File: src/core/spfc_pkg.sv
// package for the self-program flash control block
// assumes one core clock; register reached over avalon-mm, 32-bit data
package spfc_pkg;

    // ***************************************************************
    // register map
    // ***************************************************************
    localparam logic [7:0] REG_INDEX     = 8'h37;
    localparam logic [9:0] REG_BYTE_ADDR = 10'h0DC;
    localparam logic [7:0] REG_RESET     = 8'h00;

    // ***************************************************************
    // field positions
    // ***************************************************************
    localparam int BIT_IRQ_EN   = 7;
    localparam int BIT_BUSY     = 6;
    localparam int BIT_RSVD     = 5;
    localparam int BIT_READ_EN  = 4;
    localparam int BIT_LOCK_SET = 3;
    localparam int BIT_PG_WRITE = 2;
    localparam int BIT_PG_ERASE = 1;
    localparam int BIT_ENABLE   = 0;

    // ***************************************************************
    // accepted patterns in the lower five bits, and the cleared value PAT_NONE
    // ***************************************************************
    localparam logic [4:0] PAT_READ_EN  = 5'h11;
    localparam logic [4:0] PAT_LOCK_SET = 5'h09;
    localparam logic [4:0] PAT_PG_WRITE = 5'h05;
    localparam logic [4:0] PAT_PG_ERASE = 5'h03;
    localparam logic [4:0] PAT_FILL     = 5'h01;
    localparam logic [4:0] PAT_NONE     = 5'h00;

    // ***************************************************************
    // timing counts, in core clock cycles
    // ***************************************************************
    localparam logic [2:0] ARM_CYCLES  = 3'h4;
    localparam logic [2:0] LOAD_CYCLES = 3'h3;
    localparam logic [2:0] LOAD_FLOOR  = ARM_CYCLES - LOAD_CYCLES;

    // ***************************************************************
    // carriers
    // ***************************************************************
    typedef struct packed {
        logic        store;
        logic        load;
        logic [15:0] exec_word;
        logic [15:0] pointer;
        logic [15:0] data;
    } spfc_core_t;

    typedef struct packed {
        logic        valid;
        logic        erase;
        logic        write;
        logic [15:0] word_addr;
    } spfc_flash_t;

endpackage

File: src/core/spfc_top.sv
// self-program flash control: control/status register, arming window,
// temporary page buffer, page erase/write launch, core halt and ready irq.
// assumes the core, the flash macro and the bus master share i_sys_clk.
//
// Register access over Avalon-MM was chosen for this implementation.
`timescale 1ns/100ps
module spfc_top
    import spfc_pkg::*;
#(
    parameter int          RWW_SUPPORT       = 0,
    parameter int          PAGE_WORDS        = 32,
    parameter logic [15:0] FLASH_WORDS       = 16'h0800,
    parameter logic [15:0] HALTING_SECTION_START_WORD   = 16'h0600,
    parameter logic [15:0] LOADER_BASE_WORDS = 16'h0080
) (
    input  wire logic        i_sys_clk,
    input  wire logic        i_resetn,
    // avalon-mm slave
    input  wire logic [9:0]  i_avs_address,
    input  wire logic        i_avs_read,
    input  wire logic        i_avs_write,
    input  wire logic [3:0]  i_avs_byteenable,
    input  wire logic [31:0] i_avs_writedata,
    output logic      [31:0] o_avs_readdata,
    output logic             o_avs_waitrequest,
    // processor core
    input  wire spfc_core_t  i_core,
    input  wire logic        i_global_irq_en,
    input  wire logic        i_eeprom_busy,
    output logic      [7:0]  o_load_data,
    output logic             o_load_valid,
    output logic             o_core_halt,
    output logic             o_ready_irq,
    // fuses and lock bits, high means programmed
    input  wire logic [1:0]  i_loader_size_fuses,
    input  wire logic [7:0]  i_lock_programmed,
    input  wire logic [7:0]  i_fuse_programmed,
    // flash macro
    output spfc_flash_t      o_flash_req,
    input  wire logic        i_flash_done,
    input  wire logic [$clog2(PAGE_WORDS)-1:0] i_buf_rd_idx,
    output logic      [15:0] o_buf_rd_word
);

    localparam int IDX_W = $clog2(PAGE_WORDS);

    // ***************************************************************
    // state
    // ***************************************************************
    logic                    ack_q;
    logic [31:0]             rdata_q;
    logic                    irq_en_q;
    logic                    irq_en_d;
    logic [4:0]              low_q;
    logic [4:0]              low_d;
    logic [2:0]              cnt_q;
    logic [2:0]              cnt_d;
    logic                    op_busy_q;
    logic                    op_write_q;
    logic                    busy_flag_q;
    logic                    halt_q;
    logic                    filling_q;
    logic                    irq_q;
    logic [7:0]              load_data_q;
    logic                    load_valid_q;
    spfc_flash_t             flash_q;
    logic [15:0]             buf_word_q;
    logic [15:0]             page_buf_q [PAGE_WORDS];

    // ***************************************************************
    // decode
    // ***************************************************************
    wire        req_any     = i_avs_read | i_avs_write;
    wire        addr_hit    = (i_avs_address == REG_BYTE_ADDR);
    wire        write_hit   = i_avs_write & ack_q & addr_hit & i_avs_byteenable[0];
    wire [4:0]  wpat        = i_avs_writedata[4:0];
    wire        pat_ok      = (wpat == PAT_READ_EN) || (wpat == PAT_LOCK_SET) ||
                              (wpat == PAT_PG_WRITE) || (wpat == PAT_PG_ERASE) ||
                              (wpat == PAT_FILL);
    wire        arm_write   = write_hit & pat_ok & ~op_busy_q;
    wire        mode_fill   = (low_q == PAT_FILL);
    wire        mode_erase  = (low_q == PAT_PG_ERASE);
    wire        mode_write  = (low_q == PAT_PG_WRITE);
    wire        mode_rd_en  = (low_q == PAT_READ_EN);
    wire        mode_lock   = (low_q == PAT_LOCK_SET);
    wire [15:0] loader_size = LOADER_BASE_WORDS << (2'h3 - i_loader_size_fuses);
    wire [15:0] loader_base = FLASH_WORDS - loader_size;
    wire        in_loader   = (i_core.exec_word >= loader_base);
    wire        window_open = (cnt_q != 3'h0);
    wire        store_ok    = i_core.store & low_q[BIT_ENABLE] & window_open
                              & in_loader & ~op_busy_q;
    wire        page_start  = store_ok & (mode_erase | mode_write);
    wire [15:0] target_word = {1'b0, i_core.pointer[15:1]};
    wire [15:0] page_word   = target_word & ~(16'(PAGE_WORDS) - 16'h0001);
    wire        in_halting  = (target_word >= HALTING_SECTION_START_WORD);
    wire        lock_load   = i_core.load & mode_lock & (cnt_q > LOAD_FLOOR);
    wire [IDX_W-1:0] fill_idx = i_core.pointer[IDX_W:1];
    wire        clear_buf   = (arm_write & (wpat == PAT_READ_EN) & filling_q)
                              | (op_busy_q & op_write_q & i_flash_done);
    wire        busy_rd     = (RWW_SUPPORT != 0) & busy_flag_q;
    wire [7:0]  reg_value   = {irq_en_q, busy_rd, 1'b0, low_q};
    wire [31:0] rdata_d     = addr_hit ? {24'h0000_00, reg_value} : 32'h0000_0000;
    wire        irq_d       = irq_en_q & i_global_irq_en & ~low_q[BIT_ENABLE]
                              & ~i_eeprom_busy & ~op_busy_q;

    // ***************************************************************
    // control bits and arming window
    // ***************************************************************
    always_comb begin
        irq_en_d = irq_en_q;
        low_d    = low_q;
        cnt_d    = window_open ? cnt_q - 3'h1 : 3'h0;
        if (op_busy_q) begin
            if (i_flash_done) begin
                low_d = PAT_NONE;
            end
        end else if (store_ok) begin
            if (!page_start) begin
                low_d = PAT_NONE;
            end
        end else if (cnt_q == 3'h1) begin
            low_d = PAT_NONE;
        end
        if (write_hit) begin
            irq_en_d = i_avs_writedata[BIT_IRQ_EN];
        end
        if (arm_write) begin
            low_d = wpat;
            cnt_d = ARM_CYCLES;
        end
    end

    always_ff @(posedge i_sys_clk or negedge i_resetn) begin
        if (!i_resetn) begin
            irq_en_q <= REG_RESET[BIT_IRQ_EN];
            low_q    <= REG_RESET[4:0];
            cnt_q    <= 3'h0;
        end else begin
            irq_en_q <= irq_en_d;
            low_q    <= low_d;
            cnt_q    <= cnt_d;
        end
    end

    // ***************************************************************
    // avalon slave: one wait cycle, then answer
    // ***************************************************************
    always_ff @(posedge i_sys_clk or negedge i_resetn) begin
        if (!i_resetn) begin
            ack_q   <= 1'b0;
            rdata_q <= 32'h0000_0000;
        end else begin
            ack_q   <= req_any & ~ack_q;
            rdata_q <= rdata_d;
        end
    end

    // ***************************************************************
    // page operations, halt and busy flag
    // ***************************************************************
    always_ff @(posedge i_sys_clk or negedge i_resetn) begin
        if (!i_resetn) begin
            op_busy_q   <= 1'b0;
            op_write_q  <= 1'b0;
            busy_flag_q <= 1'b0;
            halt_q      <= 1'b0;
            flash_q     <= '0;
        end else begin
            flash_q.valid <= page_start;
            if (page_start) begin
                flash_q.erase     <= mode_erase;
                flash_q.write     <= mode_write;
                flash_q.word_addr <= page_word;
                op_busy_q         <= 1'b1;
                op_write_q        <= mode_write;
                halt_q            <= (RWW_SUPPORT == 0) | in_halting;
                busy_flag_q       <= (RWW_SUPPORT != 0) & ~in_halting;
            end else if (op_busy_q && i_flash_done) begin
                op_busy_q <= 1'b0;
                halt_q    <= 1'b0;
            end else if (store_ok && mode_rd_en) begin
                busy_flag_q <= 1'b0;
            end
        end
    end

    // ***************************************************************
    // temporary page buffer
    // ***************************************************************
    always_ff @(posedge i_sys_clk or negedge i_resetn) begin
        if (!i_resetn) begin
            filling_q <= 1'b0;
            for (int i = 0; i < PAGE_WORDS; i++) begin
                page_buf_q[i] <= 16'hFFFF;
            end
        end else if (clear_buf) begin
            filling_q <= 1'b0;
            for (int i = 0; i < PAGE_WORDS; i++) begin
                page_buf_q[i] <= 16'hFFFF;
            end
        end else if (store_ok && mode_fill) begin
            filling_q            <= 1'b1;
            page_buf_q[fill_idx] <= i_core.data;
        end
    end

    // ***************************************************************
    // lock and fuse read-back, irq, buffer read port
    // ***************************************************************
    always_ff @(posedge i_sys_clk or negedge i_resetn) begin
        if (!i_resetn) begin
            load_data_q  <= 8'h00;
            load_valid_q <= 1'b0;
            irq_q        <= 1'b0;
            buf_word_q   <= 16'h0000;
        end else begin
            load_valid_q <= lock_load;
            if (lock_load) begin
                load_data_q <= i_core.pointer[0] ? ~i_fuse_programmed
                                                 : ~i_lock_programmed;
            end
            irq_q      <= irq_d;
            buf_word_q <= page_buf_q[i_buf_rd_idx];
        end
    end

    assign o_avs_readdata    = rdata_q;
    assign o_avs_waitrequest = ~ack_q;
    assign o_load_data       = load_data_q;
    assign o_load_valid      = load_valid_q;
    assign o_core_halt       = halt_q;
    assign o_ready_irq       = irq_q;
    assign o_flash_req       = flash_q;
    assign o_buf_rd_word     = buf_word_q;
endmodule

File: config.mk
export PLATFORM = sky130hd
export DESIGN_NAME = spfc_top
export DESIGN_NICKNAME = d
export VERILOG_FILES = /design/src/core/spfc_pkg.sv /design/src/core/spfc_top.sv
export SDC_FILE = /design/constraint.sdc
export NUM_CORES = 1
export LEC_CHECK = 0
export ABC_AREA = 0
export BUFFER_PORTS_ARGS = -buffer_cell sky130_fd_sc_hd__buf_2
export CAP_MARGIN = 20
export CORE_MARGIN = 2
export CORE_UTILIZATION = 55
export CTS_CLUSTER_SIZE = 40
export DETAILED_ROUTE_END_ITERATION = 8
export PLACE_DENSITY = 0.76
export RECOVER_POWER = 50
export SETUP_SLACK_MARGIN = 0.2
export SLEW_MARGIN = 10
export SYNTH_ARGS = -nofsm -noshare
export SYNTH_HDL_FRONTEND = slang
export SYNTH_SLANG_ARGS = --single-unit
File: constraint.sdc
create_clock -name i_sys_clk -period 2.7 [get_ports i_sys_clk]
set_input_delay 0.27 -clock i_sys_clk [delete_from_list [all_inputs] [get_ports i_sys_clk]]
set_output_delay 0.27 -clock i_sys_clk [all_outputs]
set_load 0.01 [all_outputs]
==> impl_summary.log <==
INFO  metric outcome = finished with violations
INFO  metric failing_checks = capacitance limit, slew limit
INFO  metric maximum_number_of_pins_on_one_net_before_global_route_repair = 92
INFO  metric worstPathCellList = nor3b_4 -> nand4b_4 -> a2111oi_4 -> buf_4 -> nand2_1 -> nand3_1
INFO  metric routedWlPerCell = around 24 um
INFO  metric critPathArrivalTime = about 3.0 ns
INFO  metric route.antenna.remaining_nets = 0
INFO  metric track_usage = approximately 30%
INFO  metric internal = between 10 and 15 mW
INFO  metric netlist_instances = between 2000 and 3000
INFO  metric finClkSkew = 0.01917 ns
INFO  metric drt_wl_total = 81720 um
INFO  metric overflow_left_after_global_routing = 0
INFO  metric avgViaCountPerCell = roughly 6.3
INFO  metric clock_power_share = 45.8%
INFO  metric power.combinational.fraction = roughly 6.3%
INFO  metric post_synth_edffs = 0
INFO  metric antenna_found_initial = 8
INFO  metric layout_worst_path_cycle_share = roughly nine tenths
INFO  metric critPathLaunchType = flip-flop
INFO  metric post_synth_num_cell_types = 73
INFO  metric synthArstFlopShare = 100.0%
INFO  metric synth.ff_latch_count = approximately 570
INFO  metric achievable_frequency = 411.0 MHz
INFO  metric numPortBuffers = 136
INFO  metric cts-root-to-sink-buffers = 3
INFO  metric initial_utilization = 55.87%
INFO  metric post_synth_instance_area = about 29000 um^2
INFO  metric synth_seq_area_share = about half
INFO  metric synthesis.area_per_instance = 11.10 um^2
INFO  metric report.final.setup_viol = 0
INFO  metric fin_crit = approximately 2.4 ns
INFO  metric slowest_delay = approximately 0.48 ns
INFO  metric worstSetupPathDepth = 6
INFO  metric ys_warn_count = 0
INFO  metric synth.top_cells.by_area = sky130_fd_sc_hd__dfstp_2, sky130_fd_sc_hd__mux4_2, sky130_fd_sc_hd__nand2_1
INFO  metric core_utilization_of_the_finished_layout = between 60 and 70%
INFO  metric fill_cells = around 3800
INFO  metric ioPinCount = between 200 and 250
INFO  metric critical_path_buffer_and_inverter_count = 1
INFO  metric tritoncts = done
INFO  metric grt_pass1_vias = 22228
INFO  metric vdd_drop_max = 534.1 uV
INFO  metric crit_path_end_kind = flip-flop
INFO  metric nets = 2849
INFO  metric drt_pass1_iterations = 7
INFO  metric rr_worst_depth = 6
INFO  metric top_count_cell_post_synth = sky130_fd_sc_hd__nand2_1
INFO  metric root_buffer = sky130_fd_sc_hd__clkbuf_16
INFO  metric path_delay_family = simple AND/OR/NAND/NOR gates
INFO  metric fin_worst_hold_slack = 0.03262 ns
INFO  metric clkSinkCount = around 570
INFO  metric hold_path_depth = 3
INFO  metric clkTransAtPathRegs = about 0.06 ns
INFO  metric switching_power = about 4.3 mW
INFO  metric cts_made_buffers = 58
INFO  metric first_iter_violations = 2339
INFO  metric critPathKind = reg -> reg
INFO  metric areaGrowthSynthToFinish = 14.71%
INFO  metric maxSlewViolCount = 64
INFO  metric worst_slew_pin_slew = between 2 and 2.5 ns
INFO  metric cap_viol_max_count = 1
INFO  metric synthDominantCellAreaShare = between 40% and 50%
INFO  metric final_layout_size_suffix_gt1_share = 39.26%
INFO  metric synth.cells.most_frequent = sky130_fd_sc_hd__nand2_1, sky130_fd_sc_hd__dfstp_2, sky130_fd_sc_hd__nand3_1
INFO  metric synth_top_area_cell = sky130_fd_sc_hd__dfstp_2
INFO  metric die_height = about 230 um
INFO  metric hold_path_class = in -> reg
INFO  metric clock_insertion_delay_worst_skew = 0.64 ns
INFO  metric cellLeakagePower = 15.76 nW
INFO  metric power_density_cells = approximately 550 nW/um^2
INFO  metric gp_routability_congestion = 0.8668
INFO  metric hold_violations = 0
INFO  metric die_footprint = ~54000 um^2
INFO  metric first_pass_grt_wire_length = ~130000 um
INFO  metric hpwlAfterDp = about 50000 um
INFO  metric pwr-share-seq = between 40% and 50%
INFO  metric row_count = 83
INFO  metric netSwitchingFraction = about a quarter
INFO  metric postSynth.topFlopCell = sky130_fd_sc_hd__dfstp_2
INFO  metric required = between 3 and 4 ns
INFO  metric timing.setup.tns = 0 ns
INFO  metric setup_repair_after_global_routing_missed_its_margin = yes
INFO  metric remaining_drc_errors = 0
INFO  metric vias = roughly 22000
INFO  metric slew-limit-headroom = -48.84%
INFO  metric clock_tree.htree_level_count = 2
INFO  metric cp_max_fo = 16
INFO  metric timing.critical_path.slowest_stage_cell = sky130_fd_sc_hd__nor3b_4
INFO  metric core = 51610 um^2
INFO  metric chipWidth = around 230 um
per-layer routing:
layer  track usage, %  part of all wire (%)  vias to the layer above
met5                0                0.0098                        -
met4            14.15                   4.6                        2
met3            7.365                   9.7                      224
met2            48.03                    48                     1110
met1            39.66                    38                    11136
li1                 -                     -                     9285
power by group through the flow:
stage	registers (mW)	clock network, mW	logic [mW]
detailed placement	8.83	0	1.12
floorplan	8.83	0	0.583
CTS	8.71	8.38	1.14
global placement	8.83	0	1.09
global route	8.71	8.75	1.23
finish	8.71	8.33	1.15
tightest hold or removal path, cell delays in order:
cell,delay [ns]
sky130_fd_sc_hd__buf_2,0.09
sky130_fd_sc_hd__mux2i_1,0.10
sky130_fd_sc_hd__mux2_2,0.15
path summary, 6_finish.rpt:
kind / from / endpoint / slack, ns
setup / recovery: low_q[0] / page_buf_q[460] / 0.27
hold / removal: i_lock_programmed[2] / o_load_data[2] / 0.03
setup reg to reg: low_q[0] / page_buf_q[460] / 0.27
hold reg to reg: page_buf_q[484] / page_buf_q[484] / 0.48
max in group asynchronous: i_resetn / page_buf_q[232] / 0.36
min in group asynchronous: i_resetn / o_buf_rd_word[3] / 0.87
flip-flops by register name, summed over array words and instances (netlist names):
signal	flops
ack_q	1
o_core_halt	1
o_ready_irq	1
low_q	5
irq_en_q	1
o_buf_rd_word	16
o_load_valid	1
filling_q	1
page_buf_q	512
o_flash_req	13
o_load_data	8
o_avs_readdata	6
cnt_q	3
cells by family after synthesis:
| family | after synthesis | synth area share [%] |
|---|---|---|
| compound gates | 163 | 5.636 |
| xor+xnor | 1 | 0.03038 |
| fa+ha+maj | 7 | 0.2950 |
| buf+inv | 277 | 4.578 |
| flops | 569 | 51.60 |
| mux | 379 | 19.49 |
| other cells | 2 | 0.02604 |
| simple gates | 1201 | 18.35 |
placed cells by master, fill, tap and decap left out, types with 46 or more instances in the layout:
cell                        count
sky130_fd_sc_hd__clkbuf_16     59
sky130_fd_sc_hd__dfrtp_1       56
sky130_fd_sc_hd__dfstp_2      512
sky130_fd_sc_hd__o21ai_0       46
sky130_fd_sc_hd__nand3_1      380
sky130_fd_sc_hd__buf_4         83
sky130_fd_sc_hd__mux2i_1      216
sky130_fd_sc_hd__nand2_1      752
sky130_fd_sc_hd__mux4_2       144
sky130_fd_sc_hd__buf_2        119
timing repair:
| action | CTS | global route |
|---|---|---|
| pin swaps | 2 | 3 |
| gates resized for setup | 3 | 8 |
| cloned | 0 | 1 |
| hold endpoints to repair | 29 | 0 |
| setup buffers | 0 | 1 |
| endpoints found under the setup margin | 13 | 194 |
| hold buffers | 22 | 0 |
through the flow:
stage / setup WS (ns) / std cells / total power [mW] / instance area, um^2
finish: 0.2672 / 3451 / 18.19 / 33080
CTS: 0.2187 / 3444 / 18.24 / 33050
detailed placement: 0.1990 / 3313 / 9.948 / 30840
global route: 0.08470 / 3451 / 18.69 / 33080
global placement: 0.1712 / 3312 / 9.913 / 30830
floorplan: 0.2240 / 2630 / 9.413 / 28970
area by class of cell:
| cell class | instances | area [um^2] | share of cell area [%] |
|---|---|---|---|
| Inverter | 11 | 41.29 | 0.1248 |
| Tap cell | 680 | 850.8 | 2.572 |
| Sequential cell | 569 | 14880 | 44.98 |
| Antenna cell | 5 | 12.51 | 0.03782 |
| Multi-Input combinational cell | 1784 | 12890 | 38.96 |
| Clock buffer | 83 | 1695 | 5.125 |
| Clock inverter | 26 | 280.3 | 0.8473 |
| Timing Repair Buffer | 293 | 2431 | 7.349 |
Power figures use the tool's default switching activity.
